$ cat config.mk
export PLATFORM = sky130hd
export DESIGN_NAME = rsu_uart_top
export DESIGN_NICKNAME = d
export VERILOG_FILES = /design/src/rsu_pkg.sv /design/src/rsu_tx_shift.sv /design/src/rsu_uart_top.sv
export SDC_FILE = /design/constraint.sdc
export NUM_CORES = 1
export LEC_CHECK = 0
export ABC_AREA = 1
export BUFFER_PORTS_ARGS = -buffer_cell sky130_fd_sc_hd__buf_2
export CORE_MARGIN = 2
export CORE_UTILIZATION = 41
export DETAILED_ROUTE_END_ITERATION = 6
export PLACE_DENSITY_LB_ADDON = 0.2
export REMOVE_ABC_BUFFERS = 1
export SLEW_MARGIN = 20
export SYNTH_ARGS = -nofsm -noshare
export SYNTH_HDL_FRONTEND = slang
export SYNTH_SLANG_ARGS = --single-unit
$ cat constraint.sdc
create_clock -name i_core_clk -period 2.55 [get_ports i_core_clk]
set_clock_uncertainty 0.15 [all_clocks]
set_input_delay 0.1275 -clock i_core_clk [delete_from_list [all_inputs] [get_ports i_core_clk]]
set_output_delay 0.1275 -clock i_core_clk [all_outputs]
set_load 0.02 [all_outputs]
$ cat src/rsu_pkg.sv
package rsu_pkg;
  localparam int RSU_AW = 8;
  localparam int RSU_DW = 32;
  localparam int RSU_DATA_BITS = 8;
  localparam int RSU_DIV_W = 16;
  localparam int RSU_BIT_CNT_W = 3;
  localparam int RSU_NEV = 4;
  // register indexes; byte address is four times the index
  localparam int RSU_IDX_DATA = 0;
  localparam int RSU_IDX_CTRL = 4;
  localparam int RSU_IDX_STAT = 5;
  localparam int RSU_IDX_ISTAT = 6;
  localparam int RSU_IDX_IMASK = 7;
  localparam int RSU_IDX_DIV = 8;
  localparam logic [RSU_AW-1:0] RSU_ADDR_DATA = RSU_AW'(RSU_IDX_DATA * 4);
  localparam logic [RSU_AW-1:0] RSU_ADDR_CTRL = RSU_AW'(RSU_IDX_CTRL * 4);
  localparam logic [RSU_AW-1:0] RSU_ADDR_STAT = RSU_AW'(RSU_IDX_STAT * 4);
  localparam logic [RSU_AW-1:0] RSU_ADDR_ISTAT = RSU_AW'(RSU_IDX_ISTAT * 4);
  localparam logic [RSU_AW-1:0] RSU_ADDR_IMASK = RSU_AW'(RSU_IDX_IMASK * 4);
  localparam logic [RSU_AW-1:0] RSU_ADDR_DIV = RSU_AW'(RSU_IDX_DIV * 4);
  // field positions
  localparam int RSU_CTRL_DRV_BIT = 0;
  localparam int RSU_STAT_RXRDY_BIT = 0;
  localparam int RSU_STAT_OVR_BIT = 1;
  localparam int RSU_STAT_HOLD_BIT = 5;
  localparam int RSU_STAT_SHIFT_BIT = 6;
  localparam int RSU_EV_HOLD_EMPTY = 0;
  localparam int RSU_EV_TX_DONE = 1;
  localparam int RSU_EV_RX_READY = 2;
  localparam int RSU_EV_RX_OVR = 3;
  // reset values
  localparam logic [RSU_DATA_BITS-1:0] RSU_CTRL_RESET = 8'h00;
  localparam logic [RSU_NEV-1:0] RSU_IMASK_RESET = 4'h0;
  // bit timing from core clock and default baud rate
  localparam int RSU_CLK_HZ = 40_000_000;
  localparam int RSU_BAUD = 9600;
  localparam logic [RSU_DIV_W-1:0] RSU_DIV_RESET = RSU_DIV_W'(RSU_CLK_HZ / RSU_BAUD);
  localparam logic [RSU_DIV_W-1:0] RSU_DIV_MIN = 16'h0002;
  typedef enum logic [1:0] {TX_IDLE, TX_START, TX_DATA, TX_STOP} rsu_tx_state_t;
  typedef enum logic [1:0] {RX_IDLE, RX_START, RX_DATA, RX_STOP} rsu_rx_state_t;
endpackage

$ cat src/rsu_tx_shift.sv
`timescale 1ns/1ps
module rsu_tx_shift (
  input wire logic i_core_clk,
  input wire logic i_reset_n,
  input wire logic i_load,
  input wire logic [rsu_pkg::RSU_DATA_BITS-1:0] i_data,
  input wire logic [rsu_pkg::RSU_DIV_W-1:0] i_divisor,
  output logic o_txd,
  output logic o_hold_busy,
  output logic o_shift_busy,
  output logic o_done
);
  import rsu_pkg::*;
  rsu_tx_state_t state;
  logic [RSU_DATA_BITS-1:0] hold;
  logic [RSU_DATA_BITS-1:0] shifter;
  logic [RSU_DIV_W-1:0] cnt;
  logic [RSU_BIT_CNT_W-1:0] bit_idx;
  logic tick;
  logic take;

  assign tick = (cnt == '0);
  assign take = (state == TX_IDLE) && o_hold_busy;
  assign o_shift_busy = (state != TX_IDLE);

  // holding register; a load while full is dropped
  always_ff @(posedge i_core_clk or negedge i_reset_n) begin
    if (!i_reset_n) begin
      hold <= '0;
      o_hold_busy <= 1'h0;
    end else if (i_load && !o_hold_busy) begin
      hold <= i_data;
      o_hold_busy <= 1'h1;
    end else if (take) begin
      o_hold_busy <= 1'h0;
    end
  end

  always_ff @(posedge i_core_clk or negedge i_reset_n) begin
    if (!i_reset_n) begin
      state <= TX_IDLE;
      shifter <= '0;
      cnt <= '0;
      bit_idx <= '0;
      o_txd <= 1'h1;
      o_done <= 1'h0;
    end else begin
      o_done <= 1'h0;
      cnt <= tick ? i_divisor - 1'h1 : cnt - 1'h1;
      unique case (state)
        TX_IDLE: begin
          if (take) begin
            shifter <= hold;
            cnt <= i_divisor - 1'h1;
            o_txd <= 1'h0;
            state <= TX_START;
          end
        end
        TX_START: begin
          if (tick) begin
            o_txd <= shifter[0];
            bit_idx <= '0;
            state <= TX_DATA;
          end
        end
        TX_DATA: begin
          if (tick) begin
            if (bit_idx == RSU_BIT_CNT_W'(RSU_DATA_BITS - 1)) begin
              o_txd <= 1'h1;
              state <= TX_STOP;
            end else begin
              o_txd <= shifter[bit_idx + 1'h1];
              bit_idx <= bit_idx + 1'h1;
            end
          end
        end
        TX_STOP: begin
          if (tick) begin
            o_done <= 1'h1;
            state <= TX_IDLE;
          end
        end
      endcase
    end
  end
endmodule

$ cat src/rsu_uart_top.sv
`timescale 1ns/1ps
module rsu_uart_top (
  input wire logic i_core_clk,
  input wire logic i_reset_n,
  input wire logic i_psel,
  input wire logic i_penable,
  input wire logic i_pwrite,
  input wire logic [rsu_pkg::RSU_AW-1:0] i_paddr,
  input wire logic [rsu_pkg::RSU_DW-1:0] i_pwdata,
  output logic [rsu_pkg::RSU_DW-1:0] o_prdata,
  output logic o_pready,
  output logic o_pslverr,
  input wire logic i_rxd,
  output logic o_txd,
  output logic o_line_driver_enable,
  output logic o_irq
);
  import rsu_pkg::*;

  logic [RSU_DATA_BITS-1:0] ctrl_reg;
  logic [RSU_DIV_W-1:0] divisor;
  logic [RSU_NEV-1:0] istat;
  logic [RSU_NEV-1:0] imask;
  logic [RSU_NEV-1:0] events;
  logic [RSU_DW-1:0] next_prdata;
  logic next_pslverr;
  logic access;
  logic commit;
  logic wr_data;
  logic wr_ctrl;
  logic wr_istat;
  logic wr_imask;
  logic wr_div;
  logic rd_data;
  logic hold_busy;
  logic shift_busy;
  logic hold_busy_d;
  logic tx_done;
  logic tx_txd;
  rsu_rx_state_t rx_state;
  logic [RSU_DIV_W-1:0] rx_cnt;
  logic [RSU_BIT_CNT_W-1:0] rx_idx;
  logic [RSU_DATA_BITS-1:0] rx_shift;
  logic [RSU_DATA_BITS-1:0] rx_buf;
  logic rx_ready;
  logic rx_ovr;
  logic rx_done;
  logic rx_tick;

  assign access = i_psel && i_penable;
  assign commit = access && o_pready;
  assign wr_data = commit && i_pwrite && (i_paddr == RSU_ADDR_DATA);
  assign wr_ctrl = commit && i_pwrite && (i_paddr == RSU_ADDR_CTRL);
  assign wr_istat = commit && i_pwrite && (i_paddr == RSU_ADDR_ISTAT);
  assign wr_imask = commit && i_pwrite && (i_paddr == RSU_ADDR_IMASK);
  assign wr_div = commit && i_pwrite && (i_paddr == RSU_ADDR_DIV);
  assign rd_data = commit && !i_pwrite && (i_paddr == RSU_ADDR_DATA);

  // read mux; unmapped addresses answer with an error
  always_comb begin
    next_prdata = '0;
    next_pslverr = 1'h0;
    case (i_paddr)
      RSU_ADDR_DATA: next_prdata[RSU_DATA_BITS-1:0] = rx_buf;
      RSU_ADDR_CTRL: next_prdata[RSU_DATA_BITS-1:0] = ctrl_reg;
      RSU_ADDR_STAT: begin
        next_prdata[RSU_STAT_RXRDY_BIT] = rx_ready;
        next_prdata[RSU_STAT_OVR_BIT] = rx_ovr;
        next_prdata[RSU_STAT_HOLD_BIT] = hold_busy;
        next_prdata[RSU_STAT_SHIFT_BIT] = shift_busy;
      end
      RSU_ADDR_ISTAT: next_prdata[RSU_NEV-1:0] = istat;
      RSU_ADDR_IMASK: next_prdata[RSU_NEV-1:0] = imask;
      RSU_ADDR_DIV: next_prdata[RSU_DIV_W-1:0] = divisor;
      default: next_pslverr = 1'h1;
    endcase
  end

  // one wait state, answer registered
  always_ff @(posedge i_core_clk or negedge i_reset_n) begin
    if (!i_reset_n) begin
      o_pready <= 1'h0;
      o_prdata <= '0;
      o_pslverr <= 1'h0;
    end else begin
      o_pready <= access && !o_pready;
      if (access && !o_pready) begin
        o_prdata <= i_pwrite ? '0 : next_prdata;
        o_pslverr <= next_pslverr;
      end else begin
        o_pslverr <= 1'h0;
      end
    end
  end

  always_ff @(posedge i_core_clk or negedge i_reset_n) begin
    if (!i_reset_n) begin
      ctrl_reg <= RSU_CTRL_RESET;
    end else if (wr_ctrl) begin
      ctrl_reg <= i_pwdata[RSU_DATA_BITS-1:0];
    end
  end

  assign o_line_driver_enable = ctrl_reg[RSU_CTRL_DRV_BIT];

  always_ff @(posedge i_core_clk or negedge i_reset_n) begin
    if (!i_reset_n) begin
      divisor <= RSU_DIV_RESET;
    end else if (wr_div && i_pwdata[RSU_DIV_W-1:0] >= RSU_DIV_MIN) begin
      divisor <= i_pwdata[RSU_DIV_W-1:0];
    end
  end

  always_ff @(posedge i_core_clk or negedge i_reset_n) begin
    if (!i_reset_n) begin
      imask <= RSU_IMASK_RESET;
    end else if (wr_imask) begin
      imask <= i_pwdata[RSU_NEV-1:0];
    end
  end

  rsu_tx_shift u_tx (
    .i_core_clk(i_core_clk),
    .i_reset_n(i_reset_n),
    .i_load(wr_data),
    .i_data(i_pwdata[RSU_DATA_BITS-1:0]),
    .i_divisor(divisor),
    .o_txd(tx_txd),
    .o_hold_busy(hold_busy),
    .o_shift_busy(shift_busy),
    .o_done(tx_done)
  );
  assign o_txd = tx_txd;

  always_ff @(posedge i_core_clk or negedge i_reset_n) begin
    if (!i_reset_n) begin
      hold_busy_d <= 1'h0;
    end else begin
      hold_busy_d <= hold_busy;
    end
  end

  assign rx_tick = (rx_cnt == '0);
  always_ff @(posedge i_core_clk or negedge i_reset_n) begin
    if (!i_reset_n) begin
      rx_state <= RX_IDLE;
      rx_cnt <= '0;
      rx_idx <= '0;
      rx_shift <= '0;
      rx_done <= 1'h0;
    end else begin
      rx_done <= 1'h0;
      rx_cnt <= rx_tick ? divisor - 1'h1 : rx_cnt - 1'h1;
      unique case (rx_state)
        RX_IDLE: begin
          if (!i_rxd) begin
            rx_cnt <= {1'h0, divisor[RSU_DIV_W-1:1]};
            rx_state <= RX_START;
          end
        end
        RX_START: begin
          if (rx_tick) begin
            rx_idx <= '0;
            rx_state <= i_rxd ? RX_IDLE : RX_DATA;
          end
        end
        RX_DATA: begin
          if (rx_tick) begin
            rx_shift <= {i_rxd, rx_shift[RSU_DATA_BITS-1:1]};
            rx_idx <= rx_idx + 1'h1;
            if (rx_idx == RSU_BIT_CNT_W'(RSU_DATA_BITS - 1)) begin
              rx_state <= RX_STOP;
            end
          end
        end
        RX_STOP: begin
          if (rx_tick) begin
            rx_done <= i_rxd;
            rx_state <= RX_IDLE;
          end
        end
      endcase
    end
  end

  // receive buffer; a new character beats a simultaneous read
  always_ff @(posedge i_core_clk or negedge i_reset_n) begin
    if (!i_reset_n) begin
      rx_buf <= '0;
      rx_ready <= 1'h0;
      rx_ovr <= 1'h0;
    end else begin
      if (rx_done) begin
        rx_buf <= rx_shift;
        rx_ready <= 1'h1;
        rx_ovr <= rx_ovr || (rx_ready && !rd_data);
      end else if (rd_data) begin
        rx_ready <= 1'h0;
        rx_ovr <= 1'h0;
      end
    end
  end

  assign events[RSU_EV_HOLD_EMPTY] = hold_busy_d && !hold_busy;
  assign events[RSU_EV_TX_DONE] = tx_done;
  assign events[RSU_EV_RX_READY] = rx_done;
  assign events[RSU_EV_RX_OVR] = rx_done && rx_ready && !rd_data;

  // sticky status, write one to clear, event wins
  for (genvar g = 0; g < RSU_NEV; g++) begin : g_ev
    always_ff @(posedge i_core_clk or negedge i_reset_n) begin
      if (!i_reset_n) begin
        istat[g] <= 1'h0;
      end else if (events[g]) begin
        istat[g] <= 1'h1;
      end else if (wr_istat && i_pwdata[g]) begin
        istat[g] <= 1'h0;
      end
    end
  end

  always_ff @(posedge i_core_clk or negedge i_reset_n) begin
    if (!i_reset_n) begin
      o_irq <= 1'h0;
    end else begin
      o_irq <= |(istat & imask);
    end
  end

  AST_DRV_ON_WRITE: assert property (@(posedge i_core_clk) disable iff (!i_reset_n)
    wr_ctrl && i_pwdata[RSU_CTRL_DRV_BIT] |=> o_line_driver_enable [*2])
    else $error("driver enable not set by control write");

  AST_DRV_ROSE_CAUSE: assert property (@(posedge i_core_clk) disable iff (!i_reset_n)
    $rose(o_line_driver_enable) |-> $past(wr_ctrl && i_pwdata[RSU_CTRL_DRV_BIT]))
    else $error("driver enable rose without a control write");

  AST_DRV_STABLE: assert property (@(posedge i_core_clk) disable iff (!i_reset_n)
    !$past(wr_ctrl) |-> $stable(o_line_driver_enable))
    else $error("driver enable moved without a control write");

  AST_TX_START: assert property (@(posedge i_core_clk) disable iff (!i_reset_n)
    wr_data && !hold_busy && !shift_busy |=> hold_busy ##[1:2] (shift_busy && !o_txd))
    else $error("data write did not start a character");

  AST_HOLD_FLAG: assert property (@(posedge i_core_clk) disable iff (!i_reset_n)
    access && !o_pready && !i_pwrite && i_paddr == RSU_ADDR_STAT
    |=> o_prdata[RSU_STAT_HOLD_BIT] == $past(hold_busy))
    else $error("holding flag misreported");

  AST_SHIFT_FLAG: assert property (@(posedge i_core_clk) disable iff (!i_reset_n)
    access && !o_pready && !i_pwrite && i_paddr == RSU_ADDR_STAT
    |=> o_prdata[RSU_STAT_SHIFT_BIT] == $past(shift_busy))
    else $error("shifter flag misreported");

  AST_RX_READY: assert property (@(posedge i_core_clk) disable iff (!i_reset_n)
    rx_done |=> rx_ready && rx_buf == $past(rx_shift))
    else $error("received character not buffered");

  AST_DRV_OFF_WRITE: assert property (@(posedge i_core_clk) disable iff (!i_reset_n)
    wr_ctrl && !i_pwdata[RSU_CTRL_DRV_BIT] |=> !o_line_driver_enable)
    else $error("driver enable not cleared by control write");

  AST_TXD_IDLE_HIGH: assert property (@(posedge i_core_clk) disable iff (!i_reset_n)
    !shift_busy |-> o_txd)
    else $error("line not idle high between characters");

  AST_HOLD_TO_SHIFT: assert property (@(posedge i_core_clk) disable iff (!i_reset_n)
    hold_busy && !shift_busy |=> !hold_busy && shift_busy)
    else $error("holding register not moved into idle shifter");

  AST_SHIFT_FRAME: assert property (@(posedge i_core_clk) disable iff (!i_reset_n)
    $rose(shift_busy) |-> shift_busy [*8])
    else $error("shifter busy flag dropped inside a frame");

  AST_DONE_IDLE: assert property (@(posedge i_core_clk) disable iff (!i_reset_n)
    tx_done |-> !shift_busy)
    else $error("character done while shifter still busy");

  AST_RX_POP: assert property (@(posedge i_core_clk) disable iff (!i_reset_n)
    rd_data && !rx_done |=> !rx_ready)
    else $error("receive buffer read did not clear ready");

  AST_RX_OVERRUN: assert property (@(posedge i_core_clk) disable iff (!i_reset_n)
    rx_done && rx_ready && !rd_data |=> rx_ovr)
    else $error("overrun not flagged");

  AST_PREADY_PULSE: assert property (@(posedge i_core_clk) disable iff (!i_reset_n)
    o_pready |=> !o_pready)
    else $error("ready held longer than one cycle");

  COV_TX_WITH_DRIVER: cover property (@(posedge i_core_clk) disable iff (!i_reset_n)
    o_line_driver_enable && tx_done);
  COV_RX_CHAR: cover property (@(posedge i_core_clk) disable iff (!i_reset_n) rx_done);
  COV_IRQ: cover property (@(posedge i_core_clk) disable iff (!i_reset_n) $rose(o_irq));
  COV_BLOCK_TX: cover property (@(posedge i_core_clk) disable iff (!i_reset_n)
    o_line_driver_enable && hold_busy && shift_busy);
  COV_RX_OVERRUN: cover property (@(posedge i_core_clk) disable iff (!i_reset_n)
    events[RSU_EV_RX_OVR]);
endmodule

## Word-level counts from Yosys, hierarchy flattened

Cells that the tools add are included.

| storage, ports and cells | value |
|---|---|
| input bits | 46 |
| output and inout bits | 37 |
| flip-flop bits (word level) | 148 |
| logic and storage cells | 169 |

| cells by class | value |
|---|---|
| multiplexer cells | 58 |
| equality and inequality tests | 24 |
| add/sub/neg operators | 5 |
| reduce and logical (&&, ||, !) cells | 51 |
| bitwise operators | 1 |
| magnitude comparators | 2 |

Operators with widths:

| operator | number |
|---|---|
| two-way mux 16 bit | 7 |
| subtractor 16 x 1 -> 16 bit, second input constant | 3 |
| == test 8 x 5 -> 1 bit, second input constant | 4 |
| zero test 16 bit | 2 |
| case mux 2 bit (4 select lines) | 3 |
| two-way mux 1 bit | 23 |
| logical AND 1 bit | 22 |
| two-way mux 2 bit | 11 |
| nonzero test 2 bit | 9 |
| greater-or-equal comparator 16 x 2 -> 1 bit, second input constant | 1 |
| two-way mux 3 bit | 5 |
| inequality test 2 bit, second input constant | 6 |
| case mux 2 bit (6 select lines) | 1 |
| case mux 3 bit (2 select lines) | 2 |
| inequality test 2 x 1 -> 1 bit, second input constant | 5 |
| case mux 2 bit (5 select lines) | 1 |
| AND reduction 5 bit | 2 |
| case mux 1 bit (3 select lines) | 3 |
| == test 2 bit, second input constant | 4 |
| == test 8 x 6 -> 1 bit, second input constant | 1 |
| zero test 8 bit | 1 |
| two-way mux 8 bit | 1 |
| AND reduction 4 bit | 2 |
| adder 3 x 1 -> 3 bit, second input constant | 2 |
| 13 further kinds | 20 |

## Depth between registers and ports, before layout

| depth | value |
|---|---|
| word-level depth | 8 |
| depth in mapped cells | 11 |
| gate-level depth less buffers | 11 |

## Hierarchy

A second synthesis with hierarchy kept.

| unflattened totals | value |
|---|---|
| cells, all modules | 942 |
| area total of the unflattened synthesis | 7457.2 µm² |

Modules (own cells, without submodules):

| module | cells an instance | area each (µm²) | times used | seq. area each (µm²) |
|---|---|---|---|---|
| rsu_uart_top | 597 | 4912.2 | 1 | 2307.2 |
| rsu_tx_shift | 345 | 2544.9 | 1 | 1002.2 |

## Worst setup path before layout

No wires, ideal clock.

| path | value |
|---|---|
| path kind | register -> register |
| from | reg rx_cnt[0] |
| to | reg rx_shift[7] |
| clock period less this slack | 1.645 ns |
| data required time | 2.281 ns |
| library setup time | 0.119 ns |
| arrival time | 1.376 ns |
| cell stages (with the launch flop) | 11 |
| path slack | 0.905 ns |
| buffers on the path | 1 |
| cell sequence | dfrtp_1 > inv_1 > ha_1 > nand2_1 > nor2_1 > nand3_2 > inv_2 > nand2_2 > buf_6 > nand2_1 > o21ai_2 |

| on the way | value |
|---|---|
| longest elaborated chain between the ends | 2 |

Ends and longest elaborated chain:

| what | RTL line | RTL |
|---|---|---|
| start: declaration | rsu_uart_top.sv:41 | `logic [RSU_DIV_W-1:0] rx_cnt;` |
| start signal: assignment | rsu_uart_top.sv:153 | `rx_cnt <= rx_tick ? divisor - 1'h1 : rx_cnt - 1'h1;` |
| start signal: assignment | rsu_uart_top.sv:157 | `rx_cnt <= {1'h0, divisor[RSU_DIV_W-1:1]};` |
| zero test 16 bit | rsu_uart_top.sv:143 | `assign rx_tick = (rx_cnt == '0);` |
| AND reduction 2 bit (no source line) | - |  |
| end signal: assignment | rsu_uart_top.sv:169 | `rx_shift <= {i_rxd, rx_shift[RSU_DATA_BITS-1:1]};` |
| end: declaration | rsu_uart_top.sv:43 | `logic [RSU_DATA_BITS-1:0] rx_shift;` |

No other way between the ends.
A chain may end at the register's enable or synchronous reset.

## Final worst setup path

| path | value |
|---|---|
| from | in i_penable |
| to | reg o_prdata[3] in the netlist's numbering |

| on the way | value |
|---|---|
| longest elaborated chain between the ends | 2 |

Ends and longest elaborated chain:

| what | RTL line | RTL |
|---|---|---|
| start: declaration | rsu_uart_top.sv:6 | `input wire logic i_penable,` |
| logical AND 1 bit | rsu_uart_top.sv:50 | `assign access = i_psel && i_penable;` |
| logical AND 1 bit | rsu_uart_top.sv:87 | `if (access && !o_pready) begin` |
| end signal: assignment | rsu_uart_top.sv:88 | `o_prdata <= i_pwrite ? '0 : next_prdata;` |
| end: declaration | rsu_uart_top.sv:10 | `output logic [rsu_pkg::RSU_DW-1:0] o_prdata,` |

No other way between the ends.

==> results.json <==
{
  "status": "complete, no violations",
  "required_ns": 2.76,
  "ys_warn_count": 0,
  "p_leak_nw": 4.51,
  "timing.rr.end": "rx_shift[6]",
  "ir_drop_mv": 0.364,
  "cts_inserted_buffers": 17,
  "synth_edf_count": 0,
  "final.setup.worst_slack_ns": 0.160,
  "port_buffers": 50,
  "syn_avg_cell_area_um2": 7.77,
  "rsz0062_at_grt": "false",
  "core_area_um2": 17900,
  "cts_root_buffer": "clkbuf_16",
  "grt_pass1_wl_mm": 31.6,
  "finalCritPeriodShare_pct": 93.7,
  "hold_start": "i_paddr[2]",
  "grt_pass1_vias": 6062,
  "grt_max_degree": 60,
  "drt_wl_total_mm": 18.8,
  "final_util_pct": 48.5,
  "synth_flop_cell": "dfrtp_1",
  "drv_slew": 0,
  "post-place-cells": 1226,
  "cts_tree": "built",
  "fp.dieH_um": 139,
  "htreeDepth": 4,
  "hold_path_class": "in -> reg",
  "diodes": 0,
  "finalSetupTns_ns": 0,
  "clk_path_buf_depth": 2,
  "ant_nets": 0,
  "nFillCells": 1814,
  "whs_ns": 0.0184,
  "grt_overflow_total": 0,
  "rrSetupSlack_ns": 0.55,
  "synthArstFlopShare_pct": 100,
  "drive_above_1_share_pct": 16.7,
  "end_kind": "flip-flop",
  "setup_violations": 0,
  "synth_cell_types": 42,
  "worst_pin_slew_ns": 0.586,
  "syn_area_um2": 7440,
  "post-route-min-period_ns": 2.39,
  "die_w_um": 139,
  "cp_max_fo": 17,
  "place_ws_ns": 0.572,
  "io_pins": 83,
  "vias": 6264,
  "clkTransAtPathRegs_ns": 0.06,
  "yosysSeqAreaShare_pct": 44.5,
  "layout.cells.non_filler": 1280,
  "dr.pass1.iters": 5,
  "ys_seq_elements": 132,
  "start_util_pct": 41.6,
  "r2r_start": "rx_cnt[0]",
  "hold_depth": 6,
  "drc": 0,
  "wl_per_cell_um": 14.7,
  "crit_type": "in -> reg",
  "place_hpwl_mm": 14.1,
  "holdPathEnd": "o_prdata[2]",
  "fmax_mhz": 418,
  "grtUsageTotal_pct": 20.5,
  "final_nets": 1097,
  "maxCapViolations": 0,
  "critPathLaunchType": "primary input",
  "r2r_cells": 9,
  "cts_sinks": 132,
  "finalHoldViolations": 0,
  "cts_setup_buffers": 0,
  "arrival_ns": 2.60,
  "place.gp.congestion": 0.904,
  "rows": 49,
  "drt-vias-per-instance": 4.89,
  "maxSlewHeadroom_pct": 60.9,
  "clk_latency_ns": 0.42,
  "antenna_found_initial": 0,
  "power_density_nw_per_um2": 556,
  "synthCells": 958,
  "dieArea_um2": 19200,
  "drt_iter0_drc": 362,
  "area_growth_pct": 16.7
}
stage by stage:
step / instance area (um^2) / power [mW]
floorplan: 7250 / 2.23
global placement: 7860 / 2.34
detailed placement: 7860 / 2.34
CTS: 8680 / 4.87
global route: 8690 / 4.99
finish: 8690 / 4.83
worst max path at each step:
stage	start	to	slack [ns]
after floorplan	rx_cnt[0]	rx_shift[6]	0.71
after global placement	rx_cnt[0]	rx_shift[7]	0.60
after detailed placement	rx_cnt[0]	rx_shift[6]	0.57
after CTS	i_penable	o_prdata[3]	0.10
after global routing	i_penable	o_prdata[3]	0.02
final	i_penable	o_prdata[3]	0.16
cells in the mapped netlist (7+ instances only):
cell | instances | area share, %
o31ai_1 | 7 | 0.71
buf_4 | 19 | 1.9
xor2_1 | 14 | 1.6
a21oi_1 | 14 | 0.94
o21ai_2 | 21 | 2.5
nor2_4 | 7 | 1.1
inv_1 | 94 | 4.7
nand2_1 | 317 | 16
dfrtp_1 | 127 | 43
inv_2 | 10 | 0.50
ha_1 | 13 | 2.2
o21ai_0 | 34 | 2.3
nand3_1 | 95 | 6.4
nor2_2 | 11 | 0.92
nand4_1 | 9 | 0.76
nor2_1 | 85 | 4.3
metal layers:
metal / wire length [um] / track usage [%]
met1: 8870 / 28.2
met2: 9020 / 33.7
met3: 671 / 3.59
met4: 254 / 5.48
met5: 0 / 0
worst max-delay path: stages:
cell and delay, ns:
dlygate4sd3_1 0.52, buf_2 0.10, nand2_1 0.04, dlygate4sd3_1 0.57
nor2_2 0.21, inv_4 0.15, nor2_4 0.19, nand2_1 0.07
dlygate4sd3_1 0.56, nand2_1 0.06
cell type report:
class	instances	area (um^2)	area share, %
well taps	229	287	3.30
inverters	106	403	4.64
repair buffers	80	549	6.32
multi-input cells	701	3540	40.7
clock buffers	19	443	5.10
clock inverters	13	156	1.80
flip-flops and latches	132	3310	38.1
logic make-up after synthesis:
group	count (synthesis)	synth area share, %
multiplexers	6	0.908
other	1	0.0504
adder cells (fa/ha/maj)	13	2.19
AND/OR/NAND/NOR	558	33.7
buffers and inverters	140	8.76
flip-flops	132	44.5
XOR/XNOR	20	2.35
AO/OA/AOI/OAI	88	7.53
what timing repair did:
action | 4_1_cts | 5_1_grt
gates resized for setup | 0 | 3
hold endpoints to repair | 123 | 0
endpoints found under the setup margin | 0 | 2
hold buffers | 22 | 0
power by group:
part	internal, mW	total (mW)	switching, mW
Sequential	2.10	2.11	0.00550
Clock	1.56	2.51	0.948
Combinational	0.0637	0.216	0.152
Total	3.72	4.83	1.11
cells in the final DEF (no fill, tap or decap), types with 16 or more instances in the layout:
master / count
buf_2: 49
clkbuf_16: 17
conb_1: 16
dfrtp_1: 127
dlygate4sd3_1: 22
inv_1: 94
nand2_1: 317
nand3_1: 95
nor2_1: 84
o21ai_0: 34
o21ai_2: 21
Note: power is estimated with default switching activity, not from simulation.
